==> config.mk <==
export PLATFORM = sky130hd
export DESIGN_NAME = homing_reference_control
export DESIGN_NICKNAME = d
export VERILOG_FILES = /design/src/homing_pkg.sv /design/src/homing_reference_control.sv
export SDC_FILE = /design/constraint.sdc
export NUM_CORES = 1
export LEC_CHECK = 0
export BUFFER_PORTS_ARGS = -buffer_cell sky130_fd_sc_hd__buf_2
export CORE_ASPECT_RATIO = 1.25
export CORE_MARGIN = 2
export CORE_UTILIZATION = 30
export DETAILED_ROUTE_END_ITERATION = 6
export SKIP_CTS_REPAIR_TIMING = 1
export SYNTH_ARGS = -nofsm -noshare
export SYNTH_HDL_FRONTEND = slang
export SYNTH_SLANG_ARGS = --single-unit
==> constraint.sdc <==
create_clock -name sys_clk -period 4.8 [get_ports sys_clk]
set_clock_uncertainty 0.2 [all_clocks]
set_input_delay 0.48 -clock sys_clk [delete_from_list [all_inputs] [get_ports sys_clk]]
set_output_delay 0.48 -clock sys_clk [all_outputs]
set_load 0.02 [all_outputs]
==> src/homing_pkg.sv <==
package homing_pkg;

  // Parameter addresses on the fieldbus parameter port
  localparam logic [15:0] ADDR_METHOD     = 16'h2800;
  localparam logic [15:0] ADDR_SEARCH_SPD = 16'h2808;
  localparam logic [15:0] ADDR_EXIT_SPD   = 16'h280A;
  localparam logic [15:0] ADDR_EDGE_LIM   = 16'h280C;
  localparam logic [15:0] ADDR_WORK_OFS   = 16'h280E;
  localparam logic [15:0] ADDR_HOME_POS   = 16'h2816;
  localparam logic [15:0] ADDR_IDX_DIST   = 16'h2818;
  localparam logic [15:0] ADDR_OVR_LIM    = 16'h281A;
  localparam logic [15:0] ADDR_PRESET     = 16'h2830;
  localparam logic [15:0] ADDR_CONTROL    = 16'h2840;
  localparam logic [15:0] ADDR_STATUS     = 16'h2842;
  localparam logic [15:0] ADDR_POSITION   = 16'h2844;

  // Reset values and limits
  localparam logic [15:0] METHOD_RST     = 16'h0000;
  localparam logic [15:0] SEARCH_SPD_RST = 16'h003C;
  localparam logic [15:0] EXIT_SPD_RST   = 16'h0006;
  localparam logic [15:0] SPD_MIN        = 16'h0001;
  localparam logic [15:0] SEARCH_SPD_MAX = 16'h3390;
  localparam logic [15:0] EXIT_SPD_MAX   = 16'h0BB8;
  localparam logic [31:0] WORK_OFS_RST   = 32'h000000C8;
  localparam logic [31:0] WORD_ZERO      = 32'h00000000;
  localparam logic [15:0] HALF_ZERO      = 16'h0000;

  // Method codes
  localparam logic [15:0] METH_OFF       = 16'h0000;
  localparam logic [15:0] METH_NEGATIVE_LIMIT_SWITCH_IDX  = 16'h0001;
  localparam logic [15:0] METH_POSITIVE_LIMIT_SWITCH_IDX  = 16'h0002;
  localparam logic [15:0] METH_REF_IDX_LO = 16'h0007;
  localparam logic [15:0] METH_REF_IDX_HI = 16'h000E;
  localparam logic [15:0] METH_NEGATIVE_LIMIT_SWITCH      = 16'h0011;
  localparam logic [15:0] METH_POSITIVE_LIMIT_SWITCH      = 16'h0012;
  localparam logic [15:0] METH_REF_LO    = 16'h0017;
  localparam logic [15:0] METH_REF_HI    = 16'h001E;
  localparam logic [15:0] METH_IDX_NEG   = 16'h001F;
  localparam logic [15:0] METH_IDX_POS   = 16'h0022;

  // Control and status bit positions
  localparam int CTL_START  = 0;
  localparam int ST_BUSY    = 0;
  localparam int ST_DONE    = 1;
  localparam int ST_ERROR   = 2;
  localparam int ST_REFUSED = 3;

  typedef struct packed {
    logic valid;
    logic useRef;
    logic useLimit;
    logic useIndex;
    logic posSearch;
    logic invert;
    logic outside;
  } method_s;

  typedef struct packed {
    logic [15:0] addr;
    logic [31:0] wrData;
    logic        wr;
    logic        rd;
  } param_req_s;

  typedef struct packed {
    logic limNeg;
    logic limPos;
    logic refSw;
    logic indexPulse;
    logic stepPulse;
    logic stepDir;
  } pins_s;

  typedef enum logic [4:0] {
    ST_IDLE    = 5'b00001,
    ST_SEARCH  = 5'b00010,
    ST_LEAVE   = 5'b00100,
    ST_REENTER = 5'b01000,
    ST_FINAL   = 5'b10000
  } state_e;

endpackage

==> src/homing_reference_control.sv <==
// Functional notes
// - Method 0 disables homing; 1 homes on negative limit, 2 positive, both with index.
// - Methods 7-14 use reference switch plus index; 7-10 search positive, 11-14 negative.
// - Method 17 homes on negative limit, 18 positive limit, no index pulse.
// - Methods 23-30 use reference switch without index; lower half positive, upper negative.
// - Method 31 homes on index alone moving negative, 34 moving positive.
// - Inverted variants reverse inside switch; inside variants re-enter the switch and count the final travel from that edge.
// - Search speed 1..13200 rpm, default 60, clamped to ramp speed ceiling.
// - Exit speed 1..3000 rpm, default 6, clamped to ramp speed ceiling.
// - Nonzero edge-search limit exceeded without edge aborts homing with error.
// - After overrun the switch must reactivate within nonzero limit, else cancel.
// - Successful homing loads the home position value as current position.
// - Preset write sets position directly, unscaled, only at standstill.
// - Without index, travel working area offset past edge, default 200, then reference.
// - Index methods capture the distance from the last stored switch edge to the index as a readable value.
// - Reference switch is evaluated only while homing runs.
`timescale 1ns/10ps
module homing_reference_control
(
  // Clock, reset, enable
  input  wire logic              sys_clk,
  input  wire logic              rst_n,
  input  wire logic              ce,
  // Parameter port
  input  wire homing_pkg::param_req_s paramReq,
  output logic [31:0]            paramRdData,
  output logic                   paramRdValid,
  // Switch and encoder pins
  input  wire homing_pkg::pins_s pins,
  // Motion interface
  input  wire logic [15:0]       rampSpeedCeiling,
  input  wire logic              standstill,
  output logic [15:0]            speedCmd,
  output logic                   moveDir,
  output logic                   homingBusy,
  output logic                   homingDone,
  output logic                   homingError,
  output logic [31:0]            positionValue
);
  import homing_pkg::*;
  function automatic method_s decode(input logic [15:0] code);
    method_s     m;
    logic [15:0] k;
    m = '0;
    k = HALF_ZERO;
    if (code == METH_NEGATIVE_LIMIT_SWITCH_IDX || code == METH_POSITIVE_LIMIT_SWITCH_IDX || code == METH_NEGATIVE_LIMIT_SWITCH
        || code == METH_POSITIVE_LIMIT_SWITCH)
    begin
      m.valid     = 1'b1;
      m.useLimit  = 1'b1;
      m.invert    = 1'b1;
      m.outside   = 1'b1;
      m.useIndex  = (code == METH_NEGATIVE_LIMIT_SWITCH_IDX) || (code == METH_POSITIVE_LIMIT_SWITCH_IDX);
      m.posSearch = (code == METH_POSITIVE_LIMIT_SWITCH_IDX) || (code == METH_POSITIVE_LIMIT_SWITCH);
    end
    else if ((code >= METH_REF_IDX_LO && code <= METH_REF_IDX_HI)
             || (code >= METH_REF_LO && code <= METH_REF_HI))
    begin
      k = (code <= METH_REF_IDX_HI) ? code - METH_REF_IDX_LO : code - METH_REF_LO;
      m.valid     = 1'b1;
      m.useRef    = 1'b1;
      m.useIndex  = (code <= METH_REF_IDX_HI);
      m.posSearch = ~k[2];
      m.invert    = ~k[1];
      m.outside   = ~(k[1] ^ k[0]);
    end
    else if (code == METH_IDX_NEG || code == METH_IDX_POS)
    begin
      m.valid     = 1'b1;
      m.useIndex  = 1'b1;
      m.posSearch = (code == METH_IDX_POS);
    end
    return m;
  endfunction
  function automatic logic [15:0] clampSpd(input logic [15:0] s, input logic [15:0] c);
    return (s > c) ? c : s;
  endfunction
  // Pin synchronisers and edge memory
  pins_s metaReg, syncReg, prevReg;
  pins_s metaNext, syncNext, prevNext;
  // Parameters
  logic [15:0] method_reg, searchSpd_reg, exitSpd_reg;
  logic [15:0] method_next, searchSpd_next, exitSpd_next;
  logic [31:0] edgeLim_reg, workOfs_reg, homePos_reg, ovrLim_reg;
  logic [31:0] edgeLim_next, workOfs_next, homePos_next, ovrLim_next;
  logic [31:0] rdData_reg, rdData_next;
  logic        rdValid_reg, rdValid_next;
  // Sequencer
  state_e      state_reg, state_next;
  method_s     meth_reg, meth_next, methDec;
  logic [15:0] speed_reg, speed_next;
  logic        dir_reg, dir_next;
  logic        done_reg, done_next, error_reg, error_next, refused_reg, refused_next;
  logic [31:0] dist_reg, dist_next, edgePos_reg, edgePos_next;
  logic [31:0] idxDist_reg, idxDist_next, pos_reg, pos_next;
  logic        busy_reg, busy_next;
  logic stepEv, indexEv, refAct, swAct, startWr, presetWr, homeLoad;
  assign methDec  = decode(method_reg);
  assign stepEv   = syncReg.stepPulse & ~prevReg.stepPulse;
  assign indexEv  = syncReg.indexPulse & ~prevReg.indexPulse;
  assign refAct   = syncReg.refSw & (state_reg != ST_IDLE);
  assign swAct    = meth_reg.useRef ? refAct
                  : (meth_reg.posSearch ? syncReg.limPos : syncReg.limNeg);
  assign startWr  = paramReq.wr && paramReq.addr == ADDR_CONTROL
                  && paramReq.wrData[CTL_START];
  assign presetWr = paramReq.wr && paramReq.addr == ADDR_PRESET;
  always_comb
  begin
    metaNext       = pins;
    syncNext       = metaReg;
    prevNext       = syncReg;
    method_next    = method_reg;
    searchSpd_next = searchSpd_reg;
    exitSpd_next   = exitSpd_reg;
    edgeLim_next   = edgeLim_reg;
    workOfs_next   = workOfs_reg;
    homePos_next   = homePos_reg;
    ovrLim_next    = ovrLim_reg;
    rdValid_next   = paramReq.rd;
    rdData_next    = rdData_reg;
    if (paramReq.wr)
      case (paramReq.addr)
        ADDR_METHOD:     method_next = paramReq.wrData[15:0];
        // Out-of-range speeds are dropped so the last legal value stays
        ADDR_SEARCH_SPD: if (paramReq.wrData[15:0] >= SPD_MIN
                             && paramReq.wrData[15:0] <= SEARCH_SPD_MAX)
                           searchSpd_next = paramReq.wrData[15:0];
        ADDR_EXIT_SPD:   if (paramReq.wrData[15:0] >= SPD_MIN
                             && paramReq.wrData[15:0] <= EXIT_SPD_MAX)
                           exitSpd_next = paramReq.wrData[15:0];
        ADDR_EDGE_LIM:   if (!paramReq.wrData[31]) edgeLim_next = paramReq.wrData;
        ADDR_WORK_OFS:   if (!paramReq.wrData[31] && paramReq.wrData != WORD_ZERO)
                           workOfs_next = paramReq.wrData;
        ADDR_HOME_POS:   homePos_next = paramReq.wrData;
        ADDR_OVR_LIM:    if (!paramReq.wrData[31]) ovrLim_next = paramReq.wrData;
        default:         ;
      endcase
    if (paramReq.rd)
      case (paramReq.addr)
        ADDR_METHOD:     rdData_next = {HALF_ZERO, method_reg};
        ADDR_SEARCH_SPD: rdData_next = {HALF_ZERO, searchSpd_reg};
        ADDR_EXIT_SPD:   rdData_next = {HALF_ZERO, exitSpd_reg};
        ADDR_EDGE_LIM:   rdData_next = edgeLim_reg;
        ADDR_WORK_OFS:   rdData_next = workOfs_reg;
        ADDR_HOME_POS:   rdData_next = homePos_reg;
        ADDR_IDX_DIST:   rdData_next = idxDist_reg;
        ADDR_OVR_LIM:    rdData_next = ovrLim_reg;
        ADDR_POSITION:   rdData_next = pos_reg;
        ADDR_STATUS:
        begin
          rdData_next             = WORD_ZERO;
          rdData_next[ST_BUSY]    = (state_reg != ST_IDLE);
          rdData_next[ST_DONE]    = done_reg;
          rdData_next[ST_ERROR]   = error_reg;
          rdData_next[ST_REFUSED] = refused_reg;
        end
        default:         rdData_next = WORD_ZERO;
      endcase
  end
  always_comb
  begin
    state_next   = state_reg;
    meth_next    = meth_reg;
    speed_next   = speed_reg;
    dir_next     = dir_reg;
    done_next    = done_reg;
    error_next   = error_reg;
    refused_next = refused_reg;
    edgePos_next = edgePos_reg;
    idxDist_next = idxDist_reg;
    homeLoad     = 1'b0;
    dist_next    = (stepEv && state_reg != ST_IDLE) ? dist_reg + 32'h00000001 : dist_reg;
    case (state_reg)
      ST_IDLE:
      begin
        dist_next = WORD_ZERO;
        speed_next = HALF_ZERO;
        if (startWr && !methDec.valid)
          refused_next = 1'b1;
        else if (startWr)
        begin
          refused_next = 1'b0;
          done_next    = 1'b0;
          error_next   = 1'b0;
          meth_next    = methDec;
          dir_next     = methDec.posSearch;
          speed_next   = clampSpd(searchSpd_reg, rampSpeedCeiling);
          state_next   = (methDec.useRef || methDec.useLimit) ? ST_SEARCH : ST_FINAL;
        end
      end
      ST_SEARCH:
        if (swAct)
        begin
          state_next = ST_LEAVE;
          dir_next   = dir_reg ^ meth_reg.invert;
          speed_next = clampSpd(exitSpd_reg, rampSpeedCeiling);
          dist_next  = WORD_ZERO;
        end
      ST_LEAVE:
        if (!swAct)
        begin
          edgePos_next = pos_reg;
          dist_next    = WORD_ZERO;
          if (meth_reg.outside)
            state_next = ST_FINAL;
          else
          begin
            state_next = ST_REENTER;
            dir_next   = ~dir_reg;
          end
        end
        else if (edgeLim_reg != WORD_ZERO && dist_reg > edgeLim_reg)
        begin
          state_next = ST_IDLE;
          error_next = 1'b1;
          speed_next = HALF_ZERO;
        end
      ST_REENTER:
        if (swAct)
        begin
          state_next = ST_FINAL;
          dist_next  = WORD_ZERO;
        end
        else if (ovrLim_reg != WORD_ZERO && dist_reg > ovrLim_reg)
        begin
          state_next = ST_IDLE;
          error_next = 1'b1;
          speed_next = HALF_ZERO;
        end
      ST_FINAL:
        if (meth_reg.useIndex ? indexEv : (dist_reg >= workOfs_reg))
        begin
          if (meth_reg.useIndex)
            idxDist_next = pos_reg - edgePos_reg;
          homeLoad   = 1'b1;
          state_next = ST_IDLE;
          done_next  = 1'b1;
          speed_next = HALF_ZERO;
        end
      default:
        state_next = ST_IDLE;
    endcase
    // Home load outranks preset and step counting in the same cycle
    if (homeLoad)
      pos_next = homePos_reg;
    else if (presetWr && standstill && state_reg == ST_IDLE)
      pos_next = paramReq.wrData;
    else if (stepEv)
      pos_next = syncReg.stepDir ? pos_reg + 32'h00000001 : pos_reg - 32'h00000001;
    else
      pos_next = pos_reg;
    // Busy leaves a flop so the output carries no decode glitches
    busy_next = (state_next != ST_IDLE);
  end
  always_ff @(posedge sys_clk or negedge rst_n)
  begin
    if (!rst_n)
    begin
      metaReg       <= '0;
      syncReg       <= '0;
      prevReg       <= '0;
      method_reg    <= METHOD_RST;
      searchSpd_reg <= SEARCH_SPD_RST;
      exitSpd_reg   <= EXIT_SPD_RST;
      edgeLim_reg   <= WORD_ZERO;
      workOfs_reg   <= WORK_OFS_RST;
      homePos_reg   <= WORD_ZERO;
      ovrLim_reg    <= WORD_ZERO;
      rdData_reg    <= WORD_ZERO;
      rdValid_reg   <= 1'b0;
      state_reg     <= ST_IDLE;
      meth_reg      <= '0;
      speed_reg     <= HALF_ZERO;
      dir_reg       <= 1'b0;
      done_reg      <= 1'b0;
      error_reg     <= 1'b0;
      refused_reg   <= 1'b0;
      dist_reg      <= WORD_ZERO;
      edgePos_reg   <= WORD_ZERO;
      idxDist_reg   <= WORD_ZERO;
      pos_reg       <= WORD_ZERO;
      busy_reg      <= 1'b0;
    end
    else if (ce)
    begin
      metaReg       <= metaNext;
      syncReg       <= syncNext;
      prevReg       <= prevNext;
      method_reg    <= method_next;
      searchSpd_reg <= searchSpd_next;
      exitSpd_reg   <= exitSpd_next;
      edgeLim_reg   <= edgeLim_next;
      workOfs_reg   <= workOfs_next;
      homePos_reg   <= homePos_next;
      ovrLim_reg    <= ovrLim_next;
      rdData_reg    <= rdData_next;
      rdValid_reg   <= rdValid_next;
      state_reg     <= state_next;
      meth_reg      <= meth_next;
      speed_reg     <= speed_next;
      dir_reg       <= dir_next;
      done_reg      <= done_next;
      error_reg     <= error_next;
      refused_reg   <= refused_next;
      dist_reg      <= dist_next;
      edgePos_reg   <= edgePos_next;
      idxDist_reg   <= idxDist_next;
      pos_reg       <= pos_next;
      busy_reg      <= busy_next;
    end
  end
  assign paramRdData   = rdData_reg;
  assign paramRdValid  = rdValid_reg;
  assign speedCmd      = speed_reg;
  assign moveDir       = dir_reg;
  assign homingBusy    = busy_reg;
  assign homingDone    = done_reg;
  assign homingError   = error_reg;
  assign positionValue = pos_reg;
endmodule

==> out/results.ini <==
[routing]
drc = 8
vias_per_cell = 5.516
ant_nets = 0
first_pass_iters = 7
drt-initial-drc-count = 1869
wl_per_cell_um = 22.94
drt-total-wl_um = 86620
vias = 20820

[placed_design]
numPortBuffers = 160
hpwl_um = 66150
post-place-ws_ns = 0.8212
gp_congestion = 0.9519

[synth]
synthTopCellsByArea = dfrtp_1 39%, ha_1 10%, o21ai_0 5.0%
synth.yosys.seq_area_share_pct = 39.92
yosysUniqueCellTypes = 97
avgSynthCellArea_um2 = 9.391
synth_nets = 2809
async_flop_share_pct = 100.0
synth-main-ff-cell = dfrtp_1
netlist_instances = 2540
synth_top_area_share_pct = 38.81
synthesis.area_um2 = 23850
ys.warnings.count = 0
synth_enable_flop_cells = 0
ys_ff_latch = 380
synth_top_area_cell = dfrtp_1

[hold_path]
hp-start = paramReq[29]
hold_end = edgeLim_reg[27]
hold_depth = 3
min_path_type = in -> reg

[floorplanning]
fp.dieH_um = 319.3
placementRows = 115
initial_utilization_pct = 30.31
die_w_um = 256.2
core-area_um2 = 78710
die-area_um2 = 81800
pin_count = 161

[cells_and_area]
area_growth_pct = 15.82
fill_cells = 8070
num-nets-final = 2954
layout_commonest_cell = dfrtp_1
drive_above_1_share_pct = 15.74
mostFrequentLayoutCells = 370 x dfrtp_1, 291 x nand2_1, 240 x o21ai_0
seq_area_um2 = 9522
multi_input_area_um2 = 13210

[worst_setup_path]
endpoint_kind = register
r2r-end = positionValue[31]
reg2regPathDepth = 12
criticalPathCategory = reg -> reg
crit_arrival_ns = 4.20
path_max_fanout = 17
worstPathRequired_ns = 5.13
setup.worst_path.start_class = register
timing.rr.start = prevNext[0]
r2r_slack_ns = 0.93

[sta]
rsz0062_at_grt = no
tns_ns = 0
fin_crit_sh_pct = 80.60
max_freq_ghz = 0.2585
fin_hold_ws_ns = -0.003406
slew_headroom_pct = 36.89
fin_crit_ns = 3.869
drv_slew = 0
worst_slew_pin_slew_ns = 0.9467
setup_slack_ns = 0.9311
hold_viol_final = 2
setup_violations = 0

[status]
violations = DRC, hold timing
status = complete, but fails checks

[grt]
grt_pass1_vias = 20200
grt_pass1_wl_um = 129600
grt_usage_pct = 20.89
grt_max_degree = 105
grt_overflow = 0
antenna_found_initial = 7

[clock_network]
htreeDepth = 2
clkTransAtPathRegs_ns = 0.07
clockBufferDepth = 3
cts.sinks = 380
worstSkewPairLatency_ns = 0.65
cts_tree = built
cts_made_buffers = 44
cts-root-buf = clkbuf_16

[power]
vdd_ir_drop_max_mv = 0.2431
leakagePower_nw = 13.45
powerDensity_nw_per_um2 = 409.4
total_power_mw = 11.31

[run]
max_cap_viol_count = 0

==> stage by stage <==
step / instances / utilization [%] / cell area [µm²] / hold slack [ns]
floorplan: 2540 / - / 23850 / -0.01559
global placement: 3678 / 32.98 / 25950 / 0.2650
detailed placement: 3678 / 32.98 / 25950 / 0.2674
CTS: 3759 / 34.92 / 27480 / -0.2302
global route: 3773 / 35.10 / 27620 / 0.005612
finish: 3775 / 35.10 / 27630 / -0.003406
==> how the worst max path moves through the flow <==
stage                            start                 to  slack, ns  depth (start not counted)
after CTS                  prevNext[0]  positionValue[31]       0.95                         12
after global routing       prevNext[0]  positionValue[31]       0.63                         12
after floorplan            prevNext[0]  positionValue[26]       1.13                         11
final                      prevNext[0]  positionValue[31]       0.93                         12
after detailed placement  paramReq[46]   searchSpd_reg[1]       0.82                          9
after global placement    paramReq[46]   searchSpd_reg[1]       0.90                          9
==> report_power, final <==
group          switching (mW)  total [mW]  internal [mW]  leakage [nW]
sequential              0.386        3.80           3.41          4.63
combinational            2.34        3.93           1.59          8.08
clock                    1.53        3.59           2.06         0.734
total                    4.25        11.3           7.06          13.4
==> layout make-up <==
type | instances | share of cell area [%]
clock buffer | 62 | 4.520
antenna | 2 | 0.01812
inverter | 178 | 2.418
multi-input combinational | 1859 | 47.82
tap | 1053 | 4.769
sequential | 380 | 34.46
clock inverter | 19 | 1.014
timing repair buffer | 222 | 4.973
==> synthesized netlist by cell type (27+ instances only) <==
| library cell | number |
|---|---|
| nor3_1 | 34 |
| o211ai_1 | 27 |
| nor2_1 | 124 |
| nand4_1 | 56 |
| nand3_1 | 42 |
| xnor2_1 | 40 |
| nor4_1 | 34 |
| a222oi_1 | 47 |
| a21o_1 | 69 |
| nand2_1 | 291 |
| ha_1 | 191 |
| a22oi_1 | 35 |
| mux2_2 | 94 |
| inv_1 | 177 |
| a21oi_1 | 98 |
| mux2i_1 | 42 |
| dfrtp_1 | 370 |
| o21ai_0 | 240 |
| clkbuf_1 | 85 |
| a22o_1 | 41 |
| xor2_1 | 36 |
==> layer usage <==
metal,wire (µm),GRT usage [%],share of wire (%)
met5,27,0,0.031
met4,4692,10.40,5.4
met3,6304,3.982,7.3
met2,40150,34.10,46
met1,35450,26.38,41
==> cells by family (layout without fill, tap and decap cells) <==
family / Yosys count / after routing / share of synthesized area (%)
buffers and inverters: 301 / 481 / 5.088
flip-flops: 380 / 380 / 39.92
AND/OR/NAND/NOR: 715 / 715 / 14.78
adder cells (fa/ha/maj): 193 / 193 / 10.19
multiplexers: 142 / 142 / 6.483
other: 0 / 2 / 0
XOR/XNOR: 76 / 76 / 2.790
AO/OA/AOI/OAI: 733 / 733 / 20.76
==> worst max-delay path: stages (launching register included) <==
cell	delay, ns
dfrtp_1	0.39
inv_1	0.44
buf_4	0.35
ha_1	0.36
o21ai_0	0.20
o21bai_1	0.10
a211o_1	0.32
a311o_1	0.38
o211ai_1	0.28
o21ai_0	0.17
xnor2_1	0.16
o21ai_0	0.08
a221o_1	0.33
No activity file was read; power rests on OpenSTA's default activity.
